**src/hw/cmdcfg_consts.svh**
```systemverilog
// constants of the upper command and configuration block
`ifndef CMDCFG_CONSTS_SVH
`define CMDCFG_CONSTS_SVH
// ----------------------------------------
// register offsets
// ----------------------------------------
`define OFS_CMD 12'h008
`define OFS_QUANTA 12'h018
`define OFS_SECTION 12'h01c
`define OFS_IRQ_ST 12'h040
`define OFS_IRQ_MASK 12'h044
`define OFS_STATS 12'h100
// ----------------------------------------
// command word fields
// ----------------------------------------
`define B_MAGIC_ENA 19
`define B_DOZE 20
`define B_ALERT 21
`define B_PAUSE 22
`define B_CTRL_ACC 23
`define B_SKIP_CHK 24
`define B_ENA10 25
`define B_DISCARD 26
`define B_RD_TO_OFF 27
`define B_STATS_CLR 31
// ----------------------------------------
// interrupt bits, resets, codes, timing
// ----------------------------------------
`define IRQ_ALERT 0
`define IRQ_PAUSE 1
`define IRQ_CLR_DONE 2
`define IRQ_RD_TO 3
`define IRQ_LEN_ERR 4
`define RST_QUANTA 16'h0000
`define RST_SECTION 16'h0000
`define PAUSE_OPCODE 16'h0001
`define LEN_TYPE_LIMIT 16'h0600
`define RESP_OKAY 2'b00
`define RESP_SLVERR 2'b10
`define RESP_DECERR 2'b11
`define CLK_PERIOD_PS 8000
`define RD_TIMEOUT_NS 2048
`define RD_TIMEOUT_CYC ((`RD_TIMEOUT_NS * 1000) / `CLK_PERIOD_PS)
`endif

```
**src/hw/cmdcfg_pkg.sv**
```systemverilog
// types of the upper command and configuration block
package cmdcfg_pkg;
  typedef enum logic [3:0] {
    ST_IDLE = 4'b0001,
    ST_CLEAR = 4'b0010,
    ST_INC = 4'b0100,
    ST_RD = 4'b1000
  } fsm_t;
endpackage

```
**src/hw/stats_mem.sv**
```systemverilog
// statistics counter memory with registered read data
`timescale 1ns/1ps
module stats_mem #(
  parameter int AW = 5,
  parameter int DW = 32
) (
  input wire logic clk_i,
  input wire logic rstn_i,
  input wire logic en_i,
  input wire logic we_i,
  input wire logic re_i,
  input wire logic [AW-1:0] addr_i,
  input wire logic [DW-1:0] wdata_i,
  output logic [DW-1:0] rdata_o
);
  logic [DW-1:0] mem [2**AW];
  logic [DW-1:0] rdata_q;

  always_ff @(posedge clk_i)
  begin
    if (en_i && we_i)
    begin
      mem[addr_i] <= wdata_i;
    end
  end

  always_ff @(posedge clk_i)
  begin
    if (!rstn_i)
    begin
      rdata_q <= '0;
    end
    else if (en_i && re_i)
    begin
      rdata_q <= mem[addr_i];
    end
  end

  assign rdata_o = rdata_q;
endmodule // stats_mem

```
**src/hw/rx_frame_filter.sv**
```systemverilog
// receive verdict for one finished frame
`timescale 1ns/1ps
`include "cmdcfg_consts.svh"
module rx_frame_filter (
  input wire logic ctrl_i,
  input wire logic [15:0] opcode_i,
  input wire logic [15:0] len_field_i,
  input wire logic [15:0] payload_len_i,
  input wire logic bad_i,
  input wire logic ctrl_accept_i,
  input wire logic skip_check_i,
  input wire logic discard_i,
  input wire logic sf_mode_i,
  output logic drop_o,
  output logic err0_o,
  output logic len_err_o
);
  logic is_pause;
  logic bad_any;

  always_comb
  begin
    is_pause = ctrl_i && (opcode_i == `PAUSE_OPCODE);
    // type values carry no length, so only true lengths are compared
    len_err_o = !skip_check_i && !ctrl_i && (len_field_i < `LEN_TYPE_LIMIT)
                && (len_field_i != payload_len_i);
    bad_any = bad_i || len_err_o;
    // pause frames are consumed by the mac itself
    drop_o = (ctrl_i && (is_pause || !ctrl_accept_i))
             || (bad_any && discard_i && sf_mode_i);
    err0_o = bad_any && !drop_o;
  end
endmodule // rx_frame_filter

```
**src/hw/cmdcfg_upper.sv**
```systemverilog
// upper command word fields with axi4-lite register slave
`timescale 1ns/1ps
`include "cmdcfg_consts.svh"
module cmdcfg_upper #(
  parameter int STATS_AW = 5,
  parameter int RD_TIMEOUT = `RD_TIMEOUT_CYC
) (
  input wire logic clk_i,
  input wire logic rstn_i,
  input wire logic en_i,
  input wire logic s_axi_awvalid_i,
  output logic s_axi_awready_o,
  input wire logic [11:0] s_axi_awaddr_i,
  input wire logic s_axi_wvalid_i,
  output logic s_axi_wready_o,
  input wire logic [31:0] s_axi_wdata_i,
  input wire logic [3:0] s_axi_wstrb_i,
  output logic s_axi_bvalid_o,
  input wire logic s_axi_bready_i,
  output logic [1:0] s_axi_bresp_o,
  input wire logic s_axi_arvalid_i,
  output logic s_axi_arready_o,
  input wire logic [11:0] s_axi_araddr_i,
  output logic s_axi_rvalid_o,
  input wire logic s_axi_rready_i,
  output logic [31:0] s_axi_rdata_o,
  output logic [1:0] s_axi_rresp_o,
  input wire logic magic_pkt_i,
  input wire logic set_10_i,
  output logic ena_10_o,
  output logic sleep_o,
  output logic pause_req_o,
  output logic [15:0] pause_quanta_o,
  input wire logic pause_ack_i,
  input wire logic rx_done_i,
  input wire logic rx_ctrl_i,
  input wire logic [15:0] rx_opcode_i,
  input wire logic [15:0] rx_len_field_i,
  input wire logic [15:0] rx_payload_len_i,
  input wire logic rx_bad_i,
  output logic rx_valid_o,
  output logic rx_drop_o,
  output logic rx_err0_o,
  output logic rx_len_err_o,
  input wire logic stats_inc_i,
  input wire logic [STATS_AW-1:0] stats_idx_i,
  output logic irq_o
);
  import cmdcfg_pkg::*;

  typedef struct packed {
    logic magic_ena, doze, alert, pause_sr, ctrl_acc, skip_chk, ena10, discard, rd_to_off, stats_clr;
    logic [15:0] quanta;
    logic [15:0] section;
    logic [4:0] irq_st;
    logic [4:0] irq_mask;
    logic irq;
    logic pause_req;
    logic [2:0] sync;
    logic set10, ena10_out, sleep_out;
    logic aw_rdy, aw_full, w_rdy, w_full, bvalid;
    logic [11:0] aw_addr;
    logic [31:0] w_data;
    logic [3:0] w_strb;
    logic [1:0] bresp;
    logic ar_rdy, rvalid, rd_pend;
    logic [31:0] rdata;
    logic [1:0] rresp;
    logic [STATS_AW-1:0] rd_idx;
    logic [15:0] to_cnt;
    fsm_t fsm;
    logic [STATS_AW-1:0] clr_idx;
    logic inc_pend;
    logic [STATS_AW-1:0] inc_idx;
    logic rx_valid, rx_drop, rx_err0, rx_len_err;
  } state_t;

  state_t q_q;
  state_t q_d;
  logic [31:0] cmd_rd;
  logic [31:0] nw;
  logic [4:0] ev;
  logic mem_we;
  logic mem_re;
  logic [STATS_AW-1:0] mem_addr;
  logic [31:0] mem_wdata;
  logic [31:0] mem_rdata;
  logic f_drop;
  logic f_err0;
  logic f_len_err;

  function automatic logic [31:0] merge(input logic [31:0] o, input logic [31:0] n, input logic [3:0] s);
    logic [31:0] r;
    r = o;
    for (int i = 0; i < 4; i++)
    begin
      if (s[i])
      begin
        r[8*i +: 8] = n[8*i +: 8];
      end
    end
    return r;
  endfunction

  function automatic logic is_stats(input logic [11:0] a);
    return (a >> (STATS_AW + 2)) == (`OFS_STATS >> (STATS_AW + 2));
  endfunction

  // ----------------------------------------
  // submodules
  // ----------------------------------------
  stats_mem #(
    .AW(STATS_AW),
    .DW(32)
  ) u_stats (
    .clk_i(clk_i),
    .rstn_i(rstn_i),
    .en_i(en_i),
    .we_i(mem_we),
    .re_i(mem_re),
    .addr_i(mem_addr),
    .wdata_i(mem_wdata),
    .rdata_o(mem_rdata)
  );

  rx_frame_filter u_filter (
    .ctrl_i(rx_ctrl_i),
    .opcode_i(rx_opcode_i),
    .len_field_i(rx_len_field_i),
    .payload_len_i(rx_payload_len_i),
    .bad_i(rx_bad_i),
    .ctrl_accept_i(q_q.ctrl_acc),
    .skip_check_i(q_q.skip_chk),
    .discard_i(q_q.discard),
    .sf_mode_i(q_q.section == 16'h0000),
    .drop_o(f_drop),
    .err0_o(f_err0),
    .len_err_o(f_len_err)
  );

  // ----------------------------------------
  // command word read view
  // ----------------------------------------
  always_comb
  begin
    cmd_rd = '0;
    cmd_rd[`B_MAGIC_ENA] = q_q.magic_ena;
    cmd_rd[`B_DOZE] = q_q.doze;
    cmd_rd[`B_ALERT] = q_q.alert;
    cmd_rd[`B_PAUSE] = q_q.pause_sr;
    cmd_rd[`B_CTRL_ACC] = q_q.ctrl_acc;
    cmd_rd[`B_SKIP_CHK] = q_q.skip_chk;
    cmd_rd[`B_ENA10] = q_q.ena10;
    cmd_rd[`B_DISCARD] = q_q.discard;
    cmd_rd[`B_RD_TO_OFF] = q_q.rd_to_off;
    cmd_rd[`B_STATS_CLR] = q_q.stats_clr;
  end

  // ----------------------------------------
  // next state
  // ----------------------------------------
  always_comb
  begin
    q_d = q_q;
    ev = '0;
    nw = '0;
    mem_we = 1'b0;
    mem_re = 1'b0;
    mem_addr = '0;
    mem_wdata = '0;
    // force pin: a level counts once the two last stages agree
    q_d.sync = {q_q.sync[1:0], set_10_i};
    if (q_q.sync[2] == q_q.sync[1])
    begin
      q_d.set10 = q_q.sync[2];
    end
    q_d.ena10_out = q_q.ena10 || q_q.set10;
    q_d.sleep_out = q_q.magic_ena && q_q.doze;
    // no fifo level gates the request
    if (q_q.pause_req && pause_ack_i)
    begin
      q_d.pause_req = 1'b0;
      ev[`IRQ_PAUSE] = 1'b1;
    end
    // receive verdict, one pulse per finished frame
    q_d.rx_valid = rx_done_i && !f_drop;
    q_d.rx_drop = rx_done_i && f_drop;
    q_d.rx_err0 = rx_done_i && f_err0;
    q_d.rx_len_err = rx_done_i && f_len_err;
    ev[`IRQ_LEN_ERR] = rx_done_i && f_len_err;
    // read channel
    if (s_axi_arvalid_i && q_q.ar_rdy)
    begin
      q_d.ar_rdy = 1'b0;
      q_d.rvalid = 1'b1;
      q_d.rresp = `RESP_OKAY;
      q_d.rdata = '0;
      case (s_axi_araddr_i)
        `OFS_CMD: q_d.rdata = cmd_rd;
        `OFS_QUANTA: q_d.rdata = {16'h0000, q_q.quanta};
        `OFS_SECTION: q_d.rdata = {16'h0000, q_q.section};
        `OFS_IRQ_ST: q_d.rdata = {27'h0000000, q_q.irq_st};
        `OFS_IRQ_MASK: q_d.rdata = {27'h0000000, q_q.irq_mask};
        default:
        begin
          if (is_stats(s_axi_araddr_i))
          begin
            q_d.rvalid = 1'b0;
            q_d.rd_pend = 1'b1;
            q_d.rd_idx = s_axi_araddr_i[STATS_AW+1:2];
            q_d.to_cnt = '0;
          end
          else
          begin
            q_d.rresp = `RESP_DECERR;
          end
        end
      endcase
    end
    if (q_q.rvalid && s_axi_rready_i)
    begin
      q_d.rvalid = 1'b0;
      q_d.ar_rdy = 1'b1;
    end
    // counter reads can stall behind a clear; give up after the timeout
    if (q_q.rd_pend && q_q.fsm != ST_RD)
    begin
      q_d.to_cnt = q_q.to_cnt + 16'h0001;
      if (!q_q.rd_to_off && q_q.to_cnt == 16'(RD_TIMEOUT - 1))
      begin
        q_d.rd_pend = 1'b0;
        q_d.rvalid = 1'b1;
        q_d.rdata = '0;
        q_d.rresp = `RESP_SLVERR;
        ev[`IRQ_RD_TO] = 1'b1;
      end
    end
    // counter sequencer
    case (q_q.fsm)
      ST_IDLE:
      begin
        if (q_q.stats_clr)
        begin
          q_d.fsm = ST_CLEAR;
          q_d.clr_idx = '0;
        end
        else if (q_q.inc_pend)
        begin
          mem_re = 1'b1;
          mem_addr = q_q.inc_idx;
          q_d.fsm = ST_INC;
        end
        else if (q_q.rd_pend && q_d.rd_pend)
        begin
          mem_re = 1'b1;
          mem_addr = q_q.rd_idx;
          q_d.fsm = ST_RD;
        end
      end
      ST_CLEAR:
      begin
        mem_we = 1'b1;
        mem_addr = q_q.clr_idx;
        q_d.clr_idx = q_q.clr_idx + 1'b1;
        if (&q_q.clr_idx)
        begin
          q_d.stats_clr = 1'b0;
          ev[`IRQ_CLR_DONE] = 1'b1;
          q_d.fsm = ST_IDLE;
        end
      end
      ST_INC:
      begin
        mem_we = 1'b1;
        mem_addr = q_q.inc_idx;
        mem_wdata = mem_rdata + 32'h00000001;
        q_d.inc_pend = 1'b0;
        q_d.fsm = ST_IDLE;
      end
      ST_RD:
      begin
        q_d.rdata = mem_rdata;
        q_d.rresp = `RESP_OKAY;
        q_d.rvalid = 1'b1;
        q_d.rd_pend = 1'b0;
        q_d.fsm = ST_IDLE;
      end
      default: q_d.fsm = ST_IDLE;
    endcase
    // one slot only: a second event before service replaces the first
    if (stats_inc_i)
    begin
      q_d.inc_pend = 1'b1;
      q_d.inc_idx = stats_idx_i;
    end
    // write channel, address and data in either order
    if (s_axi_awvalid_i && q_q.aw_rdy)
    begin
      q_d.aw_full = 1'b1;
      q_d.aw_addr = s_axi_awaddr_i;
    end
    if (s_axi_wvalid_i && q_q.w_rdy)
    begin
      q_d.w_full = 1'b1;
      q_d.w_data = s_axi_wdata_i;
      q_d.w_strb = s_axi_wstrb_i;
    end
    if (q_q.aw_full && q_q.w_full && !q_q.bvalid)
    begin
      q_d.aw_full = 1'b0;
      q_d.w_full = 1'b0;
      q_d.bvalid = 1'b1;
      q_d.bresp = `RESP_OKAY;
      case (q_q.aw_addr)
        `OFS_CMD:
        begin
          nw = merge(cmd_rd, q_q.w_data, q_q.w_strb);
          q_d.magic_ena = nw[`B_MAGIC_ENA];
          q_d.doze = nw[`B_DOZE];
          if (!nw[`B_DOZE])
          begin
            q_d.alert = 1'b0;
          end
          q_d.pause_sr = nw[`B_PAUSE];
          if (nw[`B_PAUSE] && !q_q.pause_sr)
          begin
            q_d.pause_req = 1'b1;
          end
          q_d.ctrl_acc = nw[`B_CTRL_ACC];
          q_d.skip_chk = nw[`B_SKIP_CHK];
          q_d.ena10 = nw[`B_ENA10];
          q_d.discard = nw[`B_DISCARD];
          q_d.rd_to_off = nw[`B_RD_TO_OFF];
          if (nw[`B_STATS_CLR])
          begin
            q_d.stats_clr = 1'b1;
          end
        end
        `OFS_QUANTA: q_d.quanta = 16'(merge({16'h0000, q_q.quanta}, q_q.w_data, q_q.w_strb));
        `OFS_SECTION: q_d.section = 16'(merge({16'h0000, q_q.section}, q_q.w_data, q_q.w_strb));
        `OFS_IRQ_ST: q_d.irq_st = q_q.irq_st & ~(q_q.w_data[4:0] & {5{q_q.w_strb[0]}});
        `OFS_IRQ_MASK: q_d.irq_mask = 5'(merge(32'h00000000, q_q.w_data, q_q.w_strb));
        default: q_d.bresp = is_stats(q_q.aw_addr) ? `RESP_SLVERR : `RESP_DECERR;
      endcase
    end
    if (q_q.bvalid && s_axi_bready_i)
    begin
      q_d.bvalid = 1'b0;
    end
    q_d.aw_rdy = !q_d.aw_full;
    q_d.w_rdy = !q_d.w_full;
    // hardware sets come last so they win over a same-cycle clear
    if (magic_pkt_i && q_q.magic_ena && q_q.doze)
    begin
      q_d.alert = 1'b1;
      ev[`IRQ_ALERT] = 1'b1;
    end
    q_d.irq_st = q_d.irq_st | ev;
    q_d.irq = |(q_d.irq_st & q_d.irq_mask);
  end

  // ----------------------------------------
  // state register
  // ----------------------------------------
  always_ff @(posedge clk_i)
  begin
    if (!rstn_i)
    begin
      q_q <= '0;
      q_q.aw_rdy <= 1'b1;
      q_q.w_rdy <= 1'b1;
      q_q.ar_rdy <= 1'b1;
      q_q.fsm <= ST_IDLE;
      q_q.quanta <= `RST_QUANTA;
      q_q.section <= `RST_SECTION;
    end
    else if (en_i)
    begin
      q_q <= q_d;
    end
  end

  assign s_axi_awready_o = q_q.aw_rdy;
  assign s_axi_wready_o = q_q.w_rdy;
  assign s_axi_bvalid_o = q_q.bvalid;
  assign s_axi_bresp_o = q_q.bresp;
  assign s_axi_arready_o = q_q.ar_rdy;
  assign s_axi_rvalid_o = q_q.rvalid;
  assign s_axi_rdata_o = q_q.rdata;
  assign s_axi_rresp_o = q_q.rresp;
  assign ena_10_o = q_q.ena10_out;
  assign sleep_o = q_q.sleep_out;
  assign pause_req_o = q_q.pause_req;
  assign pause_quanta_o = q_q.quanta;
  assign rx_valid_o = q_q.rx_valid;
  assign rx_drop_o = q_q.rx_drop;
  assign rx_err0_o = q_q.rx_err0;
  assign rx_len_err_o = q_q.rx_len_err;
  assign irq_o = q_q.irq;
endmodule // cmdcfg_upper

```
**config.mk**
```make
export PLATFORM = sky130hd
export DESIGN_NAME = cmdcfg_upper
export DESIGN_NICKNAME = d
export VERILOG_FILES = /design/src/hw/cmdcfg_pkg.sv /design/src/hw/stats_mem.sv /design/src/hw/rx_frame_filter.sv /design/src/hw/cmdcfg_upper.sv
export VERILOG_INCLUDE_DIRS = /design/src /design/src/hw
export SDC_FILE = /design/constraint.sdc
export NUM_CORES = 2
export LEC_CHECK = 0
export BUFFER_PORTS_ARGS = -buffer_cell sky130_fd_sc_hd__buf_2
export CORE_MARGIN = 5
export CORE_UTILIZATION = 35
export CTS_CLUSTER_SIZE = 30
export DETAILED_ROUTE_END_ITERATION = 16
export PLACE_DENSITY_LB_ADDON = 0.05
export SKIP_CTS_REPAIR_TIMING = 1
export SLEW_MARGIN = 25
export SYNTH_ARGS = -nofsm -noshare
export SYNTH_HDL_FRONTEND = slang
export SYNTH_SLANG_ARGS = --single-unit
```
**constraint.sdc**
```tcl
create_clock -name clk_i -period 11.7 [get_ports clk_i]
set_clock_uncertainty 0.05 [all_clocks]
set_input_delay 1.17 -clock clk_i [delete_from_list [all_inputs] [get_ports clk_i]]
set_output_delay 1.17 -clock clk_i [all_outputs]
set_load 0.005 [all_outputs]
```
After elaboration in Yosys (flattened, before gate mapping)
Memory sizes are Yosys's and may differ from the RTL's. A register that Yosys moved wholly into a read port is not among the register bits.
Cells that the tools add are included.
{"block": "word_totals", "register_bits": 192, "mem_bits_rw": 1024, "input_bits": 128, "output_inout_bits": 65, "memories": 1}
{"block": "classes", "addsub": 3, "order_cmp": 1, "eq_ne": 28, "n_mux": 72, "bitwise_logic": 6, "reduce_logical": 77}
{"memory": "u_stats.mem", "words": 32, "width": 32, "rd": 1, "rd_ports_with_merged_regs": 1, "wr": 1, "line_no": "stats_mem.sv:16", "rtl": "logic [DW-1:0] mem [2**AW];"}
{"cell": "one-hot mux 32 bit (5 select lines)", "count": 1}
{"cell": "two-way mux 36 bit", "count": 3}
{"cell": "two-way mux 8 bit", "count": 11}
{"cell": "two-way mux 58 bit", "count": 1}
{"cell": "two-way mux 50 bit", "count": 1}
{"cell": "== test 12 x 5 -> 1 bit (second input constant)", "count": 4}
{"cell": "== test 12 x 7 -> 1 bit (second input constant)", "count": 4}
{"cell": "two-way mux 16 bit", "count": 3}
{"cell": "AND reduction 4 bit", "count": 9}
{"cell": "two-way mux 5 bit", "count": 7}
{"cell": "adder 32 x 1 -> 32 bit (second input constant)", "count": 1}
{"cell": "two-way mux 32 bit", "count": 1}
{"cell": "logical AND 1 bit", "count": 29}
{"cell": "two-way mux 1 bit", "count": 28}
{"cell": "== test 12 x 4 -> 1 bit (second input constant)", "count": 2}
{"cell": "two-way mux 23 bit", "count": 1}
{"cell": "two-way mux 21 bit", "count": 1}
{"cell": "adder 16 x 1 -> 16 bit (second input constant)", "count": 1}
{"cell": "== test 16 x 1 -> 1 bit (second input constant)", "count": 1}
{"cell": "== test 16 x 8 -> 1 bit (second input constant)", "count": 1}
{"cell": "zero test 16 bit", "count": 1}
{"cell": "less-than comparator 16 x 11 -> 1 bit (second input constant)", "count": 1}
{"cell": "two-way mux 4 bit", "count": 4}
{"cell": "!= test 16 bit", "count": 1}
{"cell": "28 further kinds", "count": 70}

Logic depth before layout (Yosys ltp)
{"block": "depth", "word_depth": 13, "depth_mapped": 12, "ltp_nobuf": 9}

Modules after synthesis
Synthesis repeated with hierarchy kept, for this count alone.
{"block": "unflattened", "hier_cells": 3177, "hier_area_um2": 49630.1}
{"mod": "stats_mem", "instances": 1, "cells_per_inst": 1971, "area_per_inst_um2": 40094.7, "seq_area_each_um2": 31390.1}
{"mod": "cmdcfg_upper", "instances": 1, "cells_per_inst": 1167, "area_per_inst_um2": 9230.1, "seq_area_each_um2": 3703.6}
{"mod": "rx_frame_filter", "instances": 1, "cells_per_inst": 39, "area_per_inst_um2": 305.3, "seq_area_each_um2": 0.0}

Least setup slack after synthesis
OpenSTA, ideal clock, no wires.
{"block": "synth_path", "kind": "register to register", "startpoint": "reg q_q[16] (netlist bit)", "endpoint": "mem u_stats.mem[12][0] (enable)", "setup_ns": 0.421, "arrival_ns": 3.617, "setup_slack_ns": 7.612, "path_stages_with_launch": 11, "n_path_buf": 5, "synth_period_minus_slack_ns": 4.088, "cell_sequence": "dfxtp_1 buf_2 or4b_1 buf_2 a21boi_1 a222oi_1 buf_2 or3_1 buf_2 clkbuf_1 nor2_1"}
{"block": "synth_via", "elab_chain_cells": 8}
{"item": "start: declaration", "line_no": "cmdcfg_upper.sv:78", "rtl": "state_t q_q;"}
{"item": "start signal: assignment", "line_no": "cmdcfg_upper.sv:379", "rtl": "q_q <= q_d;"}
{"item": "!= test 4 bit", "line_no": "cmdcfg_upper.sv:226", "rtl": "if (q_q.rd_pend && q_q.fsm != ST_RD)"}
{"item": "logical AND 1 bit", "line_no": "cmdcfg_upper.sv:226"}
{"item": "two-way mux 36 bit", "line_no": "cmdcfg_upper.sv:226"}
{"item": "logical AND 1 bit", "line_no": "cmdcfg_upper.sv:253", "rtl": "else if (q_q.rd_pend && q_d.rd_pend)"}
{"item": "two-way mux 5 bit", "line_no": "cmdcfg_upper.sv:253"}
{"item": "two-way mux 5 bit", "line_no": "cmdcfg_upper.sv:247", "rtl": "else if (q_q.inc_pend)"}
{"item": "two-way mux 5 bit", "line_no": "cmdcfg_upper.sv:242", "rtl": "if (q_q.stats_clr)"}
{"item": "one-hot mux 5 bit (3 select lines)", "line_no": "cmdcfg_upper.sv:239", "rtl": "case (q_q.fsm)"}
{"item": "end: declaration", "line_no": "stats_mem.sv:16"}
Several ways; a longest one is shown, not always the timed one.

Worst setup path after layout
{"block": "layout_path", "startpoint": "reg q_q[19] (netlist bit)", "endpoint": "reg u_stats.rdata_q[8], in the netlist u_stats.rdata_o[8] (read register of u_stats.mem)"}
{"block": "layout_via", "elab_chain_cells": 10}
{"item": "== test 16 x 8 -> 1 bit (*)", "line_no": "cmdcfg_upper.sv:229", "rtl": "if (!q_q.rd_to_off && q_q.to_cnt == 16'(RD_TIMEOUT - 1))"}
{"item": "logical AND 1 bit (*)", "line_no": "cmdcfg_upper.sv:229"}
{"item": "two-way mux 36 bit (*)", "line_no": "cmdcfg_upper.sv:229"}
{"item": "two-way mux 36 bit (*)", "line_no": "cmdcfg_upper.sv:226"}
{"item": "logical AND 1 bit (*)", "line_no": "cmdcfg_upper.sv:253"}
{"item": "two-way mux 1 bit", "line_no": "cmdcfg_upper.sv:253"}
{"item": "two-way mux 1 bit", "line_no": "cmdcfg_upper.sv:247"}
{"item": "two-way mux 1 bit", "line_no": "cmdcfg_upper.sv:242"}
{"item": "two-way mux 1 bit", "line_no": "cmdcfg_upper.sv:239"}
{"item": "logical AND 1 bit", "line_no": "stats_mem.sv:33", "rtl": "else if (en_i && re_i)"}
{"item": "end: declaration", "line_no": "stats_mem.sv:17", "rtl": "logic [DW-1:0] rdata_q;"}
Every way passes the cells marked *; elsewhere a longest branch is shown, timed or not.
A chain may end at the register's enable or synchronous reset.

==> metrics.cfg <==
[outcome]
outcome=complete, no violations

[global_route]
grt_pass1_wl_mm=232
grt_pass1_vias=31500
overflow=0
grt_start_max_net_pins=151
track_usage_pct=22.1
antenna_found_initial=6

[layout]
fin_cells=5466
nets=3695
layout_commonest_cell=edfxtp_1
mostFrequentLayoutCells=edfxtp_1, nand2_1, a21oi_1
drive_gt1_share_pct=15.1
area_growth_pct=15.4

[cts]
clock_sinks=1241
cts_buffers=139
cts_root_buf=clkbuf_16
cts_tree=yes
cts_max_level=4
insertion_delay_ns=0.76
path_clk_slew_ns=0.06
clock_tree.buffer_depth=3

[sta]
maxSlewViolCount=0
slew_headroom_pct=29.9
setup_viol=0
worst_slew_pin_slew_ns=1.05
fmax_ghz=0.172
rsz0062_at_grt=no
hold_violations=0
post-route-min-period_ns=5.80
fin_crit_sh_pct=49.6
totalNegativeSetupSlack_ns=0

[routing]
routed_wl_mm=164
drt_iter0_markers=3363
antenna_left=0
wire_per_inst_um=30.0
vias_per_cell=5.72
first_pass_iters=9
drcViolationCount=0
vias=31300

[setup_path]
critical_path_class=register to register
start_kind=register
cp_max_fo=63
arrival_ns=6.43
critPathRequiredTime_ns=12.33
endpoint_kind=register

[yosys]
netlist.area_leader.share_pct=64.0
synth_edf_count=1024
ys_ff_latch=1241
async_reset_ff_share_pct=0
netlist.top_cell.by_area=edfxtp_1
synthTopCellsByArea=edfxtp_1, dfxtp_1, a22oi_1
synth.avg_cell_area_sq_um=14.1
syn_nets=3543
syn_area_sq_um=48100
synth_flop_cell=edfxtp_1
ys_types=75
yosys_warnings=0
syn_inst=3411
ys_seq_area_share_pct=73.0

[pwr]
p_int_mw=7.31
power_frac_seq_pct=51.7
p_sw_mw=1.93
pwr-share-clk_pct=45.8
switching_share_pct=20.9
ir_worst_vdd_v=0.000111
p_leak_nw=18.2
pwr-share-comb_pct=2.5
power.density_nw_per_um2=167

[place]
gp_congestion=0.809
io_buffers=185
dp.cells=5215
hpwlAfterDp_mm=91.5

[die]
core_sq_um=137000
dieArea_sq_um=145000
die_h_um=381
rows=136
die_w_um=381
start_util_pct=35.1
ios=193

[min_path]
hold_path.class=register to register

[run]
max_cap_violations=0

## final timing paths
| check | from | end | slack (ns) | cells past startpoint |
|---|---|---|---|---|
| max | q_q[19] | u_stats.rdata_o[8] | 5.90 | 12 |
| min reg2reg | q_q[37] | q_q[37] | 0.42 | 2 |
| min | q_q[37] | q_q[37] | 0.42 | 2 |
| max reg2reg | q_q[19] | u_stats.rdata_o[8] | 5.90 | 12 |
## Yosys cell counts, types with 5 or more instances
library cell	n
a22oi_1	211
or3_1	18
and2_1	17
a222oi_1	150
a21boi_0	100
nand3_1	55
xnor2_1	25
buf_1	6
buf_2	61
clkbuf_1	132
buf_4	75
a221oi_1	38
nor3_1	35
nand4_1	16
nor4_1	59
a22o_1	9
and4_1	7
edfxtp_1	1024
a21oi_1	310
mux2i_1	24
xor2_1	27
a31oi_1	17
nor2b_1	24
dfxtp_1	217
nand2_1	407
nand2b_1	5
and3_1	15
nor2_1	120
o21ai_0	71
o211a_1	17
o211ai_1	17
inv_1	15
nor3b_1	13
## per-stage QoR
stage	utilization (%)	hold WS [ns]	power (mW)	setup WS, ns	area, sq um
4_1_cts	40.5	0.424	9.35	5.93	55400
2_1_floorplan	-	0.393	4.99	7.61	48100
5_1_grt	40.5	0.448	9.56	5.61	55500
6_report	40.5	0.424	9.24	5.90	55500
3_3_place_gp	37.2	0.404	5.10	5.96	51000
3_5_place_dp	37.3	0.416	5.10	5.97	51000
## routing by layer
layer	track usage [%]	part of all wire (%)	vias to the layer above
met2	36.5	48	1257
met1	30.2	43	16100
li1	-	-	13700
met5	0	0	-
met3	3.62	6.8	255
met4	6.57	2.7	0
## cell type report
class                      instances  area, sq um
fill                           12600        81500
sequential                      1241        35100
multi-input combinational       1876        11900
clock buffer                     193         3920
tap                             1794         2240
timing repair buffer             290         1750
clock inverter                    56          475
inverter                          15         56.3
antenna                            1         2.50
## registers in the layout, summed over array words and instances, names as in the netlist, 2 cells and up
signal,cells
u_stats.mem,1024
q_q,108
s_axi_rdata_o,32
u_stats.rdata_o,32
pause_quanta_o,16
cmd_rd,10
q_d,2
s_axi_bresp_o,2
s_axi_rresp_o,2
## power by group through the flow
stage | sequential [mW] | clock, mW | combinational, mW
5_1_grt | 4.78 | 4.52 | 0.255
6_report | 4.78 | 4.23 | 0.235
2_1_floorplan | 4.85 | 0 | 0.142
4_1_cts | 4.78 | 4.34 | 0.235
3_5_place_dp | 4.87 | 0 | 0.234
3_3_place_gp | 4.87 | 0 | 0.232
## worst max-delay path: stages (launching register included)
cell       delay, ns
dfxtp_1         0.41
ha_1            0.25
nor4b_2         0.28
nand4_1         0.35
o2111ai_1       0.55
o211a_4         0.46
buf_4           0.79
buf_4           0.78
buf_4           0.79
a222oi_1        0.26
a21oi_1         0.27
nor4_1          0.17
a21oi_1         0.16
## cells by family (layout without fill, tap and decap cells)
group | Yosys count | after routing | synth area share, %
other | 0 | 1 | 0
xor gates and xnor gates | 52 | 52 | 0.947
buffers and inverters | 294 | 554 | 3.11
DFF | 1241 | 1241 | 73.0
AOI/OAI and AO/OA | 976 | 976 | 14.3
adders and majority gates | 4 | 4 | 0.104
and+or+nand+nor | 820 | 820 | 8.02
muxes | 24 | 24 | 0.500
Power figures use the tool's default switching activity.
